==> src/design/pswc_consts.svh <==
// Constants for the PID sleep and wake controller
`ifndef PSWC_CONSTS_SVH
`define PSWC_CONSTS_SVH
// ===========================================================
// Timing
`define PSWC_CLK_HZ          40000000
`define PSWC_TICK_S_DIV      10
`define PSWC_TICK_CYCLES     (`PSWC_CLK_HZ / `PSWC_TICK_S_DIV)
`define PSWC_TICK_DEF        32'h003D_0900
// ===========================================================
// Field widths and limits (scaled units)
`define PSWC_DELAY_MAX       16'h2707
`define PSWC_FILT_MAX_MS     16'h2707
`define PSWC_SPEED_MAX       16'h0FA0
`define PSWC_DEV_MAX         16'h2707
// ===========================================================
// Mode codes
`define PSWC_PID_MANUAL      2'h0
`define PSWC_PID_AUTO        2'h1
`define PSWC_PID_BY_INPUT    2'h2
`endif

==> src/design/pswc_pkg.sv <==
// Types for the PID sleep and wake controller
package pswc_pkg;
   // ===========================================================
   // Controller states
   typedef enum logic [2:0] {
      PSWC_ST_IDLE  = 3'b000,
      PSWC_ST_SLEEP = 3'b001,
      PSWC_ST_ACCEL = 3'b010,
      PSWC_ST_RUN   = 3'b011,
      PSWC_ST_DECEL = 3'b100
   } pswc_state_t;

   // Settings, fixed-point: delays in 0.1 s, filter time in ms, speed in 0.1 Hz, deviation in 0.01
   typedef struct packed {
      logic [15:0]        filter_time_ms;
      logic signed [15:0] wake_deviation;
      logic [15:0]        wake_delay;
      logic [15:0]        sleep_speed_threshold;
      logic [15:0]        sleep_delay;
      logic [15:0]        minimum_speed;
      logic [1:0]         pid_mode_select;
      logic               reverse_action;
      logic               pid_enable;
   } pswc_cfg_t;

   // Live process signals
   typedef struct packed {
      logic signed [15:0] setpoint;
      logic signed [15:0] process_value;
      logic [15:0]        motor_speed;
      logic               run_stop_input;
      logic               mode_select_input;
   } pswc_proc_t;

   // Commands to the drive stage
   typedef struct packed {
      logic               motor_on;
      logic               ramp_to_min;
      logic               decel_to_zero;
      logic               pid_active;
      logic               pid_sleep;
      logic               sleep_alarm;
      logic               wake_cond;
      logic signed [15:0] filtered_setpoint;
   } pswc_cmd_t;

   typedef struct packed {
      pswc_state_t        state;
      logic [21:0]        tick_cnt;
      logic               tick;
      logic [15:0]        ms_cnt;
      logic [5:0]         ms_pre;
      logic [15:0]        wake_cnt;
      logic [15:0]        sleep_cnt;
      logic               powerup;
      logic signed [31:0] filt_acc;
      pswc_cmd_t          cmd;
   } pswc_regs_t;
endpackage : pswc_pkg

==> src/design/pswc_controller.sv <==
// Sleep/wake supervisor with setpoint smoothing filter
// Functional notes
// - Setpoint passes a first-order low-pass filter, time constant 0 to 9.991 s.
// - Sleep only allowed with PID enabled and in automatic mode.
// - Process variable keeps being evaluated while asleep.
// - Wake threshold is setpoint minus deviation (direct) or plus (reverse).
// - Wake when process below threshold (direct) or above it (reverse).
// - Motor starts only after wake condition held for wake_delay.
// - Wake timer clears when the condition drops early.
// - At power-up with run and wake both active, start at once.
// - Speed below sleep_speed_threshold is the sleep condition.
// - Threshold of zero disables sleep; run/stop alone drives motor.
// - Sleep entered after speed stays below threshold for sleep_delay.
// - Sleep alarm raised while asleep.
// - Run without wake condition keeps motor stopped in sleep.
// - On waking ramp to minimum speed first, then enable PID.
// - On sleep decelerate to 0 Hz, hold, put PID in sleep.
// - Action polarity selects wake comparison direction.
// - Mode 2 selects manual or automatic from mode_select_input.
`include "pswc_consts.svh"
module pswc_controller #(
   parameter logic [21:0] TICK_CYCLES = 22'(`PSWC_TICK_CYCLES)
) (
   input  wire logic                clk_sys,
   input  wire logic                nrst,
   input  wire pswc_pkg::pswc_cfg_t cfg,
   input  wire pswc_pkg::pswc_proc_t proc_in,
   output      pswc_pkg::pswc_cmd_t cmd
);
   import pswc_pkg::*;

   pswc_regs_t         r_reg;
   pswc_regs_t         r_next;
   logic               auto_mode;
   logic               sleep_allowed;
   logic signed [16:0] wake_thr;
   logic               wake_now;
   logic               slow_now;
   logic signed [31:0] err;
   logic [15:0]        ms_div;

   // ===========================================================
   // Condition evaluation, runs in every state, asleep included
   always_comb
   begin
      unique case (cfg.pid_mode_select)
         `PSWC_PID_AUTO:     auto_mode = 1'b1;
         `PSWC_PID_BY_INPUT: auto_mode = proc_in.mode_select_input;
         default:            auto_mode = 1'b0;
      endcase
      sleep_allowed = cfg.pid_enable && auto_mode
                      && (cfg.sleep_speed_threshold != 16'h0000);
      if (cfg.reverse_action)
         wake_thr = 17'(r_reg.cmd.filtered_setpoint) + 17'(cfg.wake_deviation);
      else
         wake_thr = 17'(r_reg.cmd.filtered_setpoint) - 17'(cfg.wake_deviation);
      wake_now = cfg.reverse_action ? (17'(proc_in.process_value) > wake_thr)
                                    : (17'(proc_in.process_value) < wake_thr);
      slow_now = proc_in.motor_speed < cfg.sleep_speed_threshold;
   end

   // ===========================================================
   // Next-state logic
   always_comb
   begin
      r_next = r_reg;
      ms_div = (cfg.filter_time_ms == 16'h0000) ? 16'h0001 : cfg.filter_time_ms;
      err    = 32'sh0000_0000;
      // Tick divider
      r_next.tick = 1'b0;
      if (r_reg.tick_cnt >= TICK_CYCLES - 22'h00_0001)
      begin
         r_next.tick_cnt = 22'h00_0000;
         r_next.tick     = 1'b1;
      end
      else
         r_next.tick_cnt = r_reg.tick_cnt + 22'h00_0001;
      // Filter step once per millisecond; acc holds setpoint scaled by 2^8
      r_next.filt_acc = r_reg.filt_acc;
      if (r_reg.ms_pre == 6'h27)
      begin
         r_next.ms_pre = 6'h00;
         if (r_reg.ms_cnt >= 16'h03E7)
         begin
            r_next.ms_cnt = 16'h0000;
            // Integer divide per ms: costly, and combinational, so it must settle within one clock cycle
            err = ({{16{proc_in.setpoint[15]}}, proc_in.setpoint} <<< 8) - r_reg.filt_acc;
            if (cfg.filter_time_ms == 16'h0000)
               r_next.filt_acc = {{16{proc_in.setpoint[15]}}, proc_in.setpoint} <<< 8;
            else
               r_next.filt_acc = r_reg.filt_acc + err / $signed({16'h0000, ms_div});
         end
         else
            r_next.ms_cnt = r_reg.ms_cnt + 16'h0001;
      end
      else
      begin
         r_next.ms_pre = r_reg.ms_pre + 6'h01;
         err = 32'sh0000_0000;
      end
      // Zero time constant: follow the setpoint every cycle, not once a millisecond
      if (cfg.filter_time_ms == 16'h0000)
         r_next.filt_acc = {{16{proc_in.setpoint[15]}}, proc_in.setpoint} <<< 8;
      r_next.cmd.filtered_setpoint = r_next.filt_acc[23:8];
      // Wake timer
      if (!wake_now)
         r_next.wake_cnt = 16'h0000;
      else if (r_reg.tick && r_reg.wake_cnt != 16'hFFFF)
         r_next.wake_cnt = r_reg.wake_cnt + 16'h0001;
      // Sleep timer
      if (!slow_now || r_reg.state != PSWC_ST_RUN)
         r_next.sleep_cnt = 16'h0000;
      else if (r_reg.tick && r_reg.sleep_cnt != 16'hFFFF)
         r_next.sleep_cnt = r_reg.sleep_cnt + 16'h0001;
      r_next.powerup = 1'b0;
      unique case (r_reg.state)
         PSWC_ST_IDLE:
            if (proc_in.run_stop_input)
            begin
               if (!sleep_allowed)
                  r_next.state = PSWC_ST_RUN;
               else if (r_reg.powerup && wake_now)
                  r_next.state = PSWC_ST_ACCEL;
               else
                  r_next.state = PSWC_ST_SLEEP;
            end
         PSWC_ST_SLEEP:
            if (!proc_in.run_stop_input || !sleep_allowed)
               r_next.state = PSWC_ST_IDLE;
            else if (wake_now && r_reg.wake_cnt >= cfg.wake_delay)
               r_next.state = PSWC_ST_ACCEL;
         PSWC_ST_ACCEL:
            if (!proc_in.run_stop_input)
               r_next.state = PSWC_ST_IDLE;
            else if (proc_in.motor_speed >= cfg.minimum_speed)
               r_next.state = PSWC_ST_RUN;
         PSWC_ST_RUN:
            if (!proc_in.run_stop_input)
               r_next.state = PSWC_ST_IDLE;
            else if (sleep_allowed && slow_now && r_reg.sleep_cnt >= cfg.sleep_delay)
               r_next.state = PSWC_ST_DECEL;
         PSWC_ST_DECEL:
            if (!proc_in.run_stop_input)
               r_next.state = PSWC_ST_IDLE;
            else if (proc_in.motor_speed == 16'h0000)
               r_next.state = PSWC_ST_SLEEP;
         default:
            r_next.state = PSWC_ST_IDLE;
      endcase
      // Outputs decoded from the coming state, wake_cond from wake_now
      r_next.cmd.motor_on      = (r_next.state == PSWC_ST_ACCEL) || (r_next.state == PSWC_ST_RUN);
      r_next.cmd.ramp_to_min   = (r_next.state == PSWC_ST_ACCEL);
      r_next.cmd.pid_active    = (r_next.state == PSWC_ST_RUN);
      r_next.cmd.decel_to_zero = (r_next.state == PSWC_ST_DECEL)
                                 || (r_next.state == PSWC_ST_SLEEP);
      r_next.cmd.pid_sleep     = (r_next.state == PSWC_ST_SLEEP);
      r_next.cmd.sleep_alarm   = (r_next.state == PSWC_ST_SLEEP);
      r_next.cmd.wake_cond     = wake_now;
   end

   // ===========================================================
   // State register
   always_ff @(posedge clk_sys or negedge nrst)
   begin
      if (!nrst)
      begin
         r_reg         <= '0;
         r_reg.state   <= PSWC_ST_IDLE;
         r_reg.powerup <= 1'b1;
      end
      else
         r_reg <= r_next;
   end

   assign cmd = r_reg.cmd;
endmodule : pswc_controller

==> config.mk <==
export PLATFORM = sky130hd
export DESIGN_NAME = pswc_controller
export DESIGN_NICKNAME = d
export VERILOG_FILES = /design/src/design/pswc_pkg.sv /design/src/design/pswc_controller.sv
export VERILOG_INCLUDE_DIRS = /design/src /design/src/design
export SDC_FILE = /design/constraint.sdc
export NUM_CORES = 2
export LEC_CHECK = 0
export BUFFER_PORTS_ARGS = -buffer_cell sky130_fd_sc_hd__buf_2
export CORE_MARGIN = 8
export CORE_UTILIZATION = 65
export DETAILED_ROUTE_END_ITERATION = 8
export HOLD_SLACK_MARGIN = 0.12
export PLACE_DENSITY = 0.84
export SKIP_LAST_GASP = 1
export SLEW_MARGIN = 20
export SYNTH_ARGS = -nofsm -noshare
export SYNTH_HDL_FRONTEND = slang
export SYNTH_SLANG_ARGS = --single-unit
==> constraint.sdc <==
create_clock -name clk_sys -period 152.4 [get_ports clk_sys]
set_input_delay 30.48 -clock clk_sys [delete_from_list [all_inputs] [get_ports clk_sys]]
set_output_delay 30.48 -clock clk_sys [all_outputs]
set_load 0.05 [all_outputs]
==> flow_summary.ini <==
[worst_setup_path]
end_kind = flip-flop
worstReg2RegEnd = r_reg[54]
r2r_cells = 495
critPathArrivalTime_ns = 143.39
required_ns = 152.75
cp_slowest_stage_delay_ns = 0.89
startpoint_type = input port
r2r_start = r_reg[23]
cpMostUsedCell = o21a_1
rrSetupSlack_ns = 38.96
critPathKind = in -> reg
crit_path_top_delay_cell = a221oi_1
cp_max_fo = 40

[synth]
syn-mean-instance-area_um2 = 7.19
synth-simple-area-share_pct = 25.7
synth_top_area_share_pct = 19.7
synth.area.top_cells = ha_1 20%, dfrtp_1 8.4%, a21oi_1 5.5%
synthMuxAreaShare_pct = 3.43
synth_edf_count = 0
synthArstFlopShare_pct = 100
synth_top_family_by_area = compound AO/OA/AOI/OAI gates
netlist_top_cells_count = 553 x ha_1, 458 x nand2_1, 454 x nor2_1
syn_inst = 4886
synth_ff_type = dfrtp_1
synth_compound_area_share_pct = 29.6
yosysMostFrequentCell = ha_1
ys_warn_count = 0
synth_nets = 5593
yosys.area_share.xor_xnor_pct = 8.48
syn_area_um2 = 35100
yosysSeqAreaShare_pct = 8.49
synth_top_cell_by_area = ha_1
synth_cell_types = 112
ys_ff_latch = 119
yosys.area_share.adder_pct = 19.8

[clocking]
ctsHtreeMaxLevel = 4
cts_buffer_depth = 2
post_cts_resized = 0
cts_made_buffers = 17
post-cts-setup-buffers = 0
ctsRootBufferMaster = clkbuf_16
clock-sinks = 119
clock_latency_ns = 0.42
clk_pin_slew_ns = 0.06
cts_tree = yes
hold_buffers = 0

[min_path]
hold_class = reg -> reg
whs_endpoint = r_reg[111]
hold_depth = 1
min_from = r_reg[111]

[detailed_routing]
vias = 38200
routedWlPerCell_um = 19.6
wl_um = 111000
drc = 0
drt_iter0_drc = 3247
vias_per_cell = 6.73
firstDrtPassIters = 6
ant_nets = 0

[floorplanning]
top_level_ports = 175
die_area_um2 = 61700
die_y_um = 248
fp-row-count = 85
start_util_pct = 65.5
core_area_um2 = 53600
fp.dieW_um = 248

[finish]
largest_register_ff_count = 97
finalNonFillerCells = 5673
final_core_util_pct = 69.2
n_fill_cell = 4551
nets = 5669
finalInstanceArea_um2 = 37100
drive_gt1_share_pct = 9.13
area_growth_pct = 5.72

[timing]
period_minus_slack_ns = 143.05
finalSetupViolations = 0
relSlewSlack_pct = 24.7
finClkSkew_ns = 0.00886
rsz0062_at_grt = false
period_share_pct = 93.9
slew_violations = 0
tightest_slew_ns = 1.13
hold_viol = 0
fin_setup_tns_ns = 0
clock.fmax_mhz = 6.99

[grt]
antenna_found_initial = 7
grt_pass1_wl_um = 179000
grt_max_degree = 76
first_global_vias = 35500
grt_remaining_overflow = 0
grtUsageTotal_pct = 34.0

[run_status]
status = completed

[placement]
io_buffers = 174
dp.final_hpwl_um = 89000
routabilityCongestion = 1.04
placed_area_um2 = 36500
placedCellCount = 5639

[flow_run]
max_cap_viol_count = 0
==> area by class of cell <==
class,instances,area [um^2],area share [%]
Multi-Input combinational cell,4379,30600,82.6
Sequential cell,119,2980,8.03
Timing Repair Buffer,215,1180,3.18
Tap cell,696,871,2.35
Inverter,230,863,2.33
Clock buffer,20,447,1.20
Clock inverter,12,121,0.327
Antenna cell,2,5.00,0.0135
==> cell usage in the layout, fill, tap and decap left out, types with 50 or more instances in the layout <==
cell type    n
nor3_1     248
nand4_1     59
nor2b_1     61
buf_2      173
inv_1      225
nand2_1    458
dfrtp_1    118
nor2_1     453
xnor2_1    208
ha_1       553
mux2_2      79
nand2b_1    76
o21ai_0    253
and2_1      53
a21oi_1    386
o31ai_1    140
o211ai_1    50
or3_1       54
o21a_1     221
xor2_1     130
or2_2       51
a21o_1     106
nand3_1    109
==> worst max-delay path, delay by kind of cell <==
kind | cells | cell delay, ns
xor gates and xnor gates | 3 | 0.50
buffers and inverters | 21 | 4.74
adders and majority gates | 34 | 10.70
AOI/OAI and AO/OA | 303 | 64.87
and+or+nand+nor | 127 | 29.23
muxes | 7 | 2.53
==> metrics by stage <==
stage                     hold WS, ns  setup slack [ns]
after global placement          0.476             14.74
after CTS                       0.496             11.16
after floorplan                 0.455             19.72
after global routing            0.522             0.570
after detailed placement        0.485             10.95
final                           0.493              9.35
==> routing by layer <==
| layer | up-vias | routed length [um] | GRT usage, % |
|---|---|---|---|
| met5 | - | 65 | 0 |
| met4 | 10 | 5200 | 15.2 |
| met3 | 357 | 11500 | 6.35 |
| met2 | 1883 | 48300 | 54.9 |
| met1 | 17600 | 46500 | 43.7 |
| li1 | 18400 | - | - |
==> how the worst max path moves through the flow <==
stage | from | slack [ns] | to
6_report | proc_in[38] | 9.35 | r_reg[54]
5_1_grt | proc_in[42] | 0.57 | r_reg[54]
4_1_cts | proc_in[36] | 11.16 | r_reg[54]
3_5_place_dp | proc_in[36] | 10.95 | r_reg[54]
3_3_place_gp | proc_in[36] | 14.74 | r_reg[54]
2_1_floorplan | proc_in[38] | 19.72 | r_reg[54]
==> kinds of logic (layout without fill, tap and decap cells) <==
family | count (synthesis) | in the layout
simple gates | 1823 | 1823
xor+xnor | 340 | 340
other cells | 1 | 3
fa+ha+maj | 555 | 555
buf+inv | 388 | 477
mux | 110 | 110
compound gates | 1550 | 1550
flops | 119 | 119
Power is left out: the tool's default activity adds up to more than one toggle a clock period on the data nets, which glitch-free logic cannot reach.
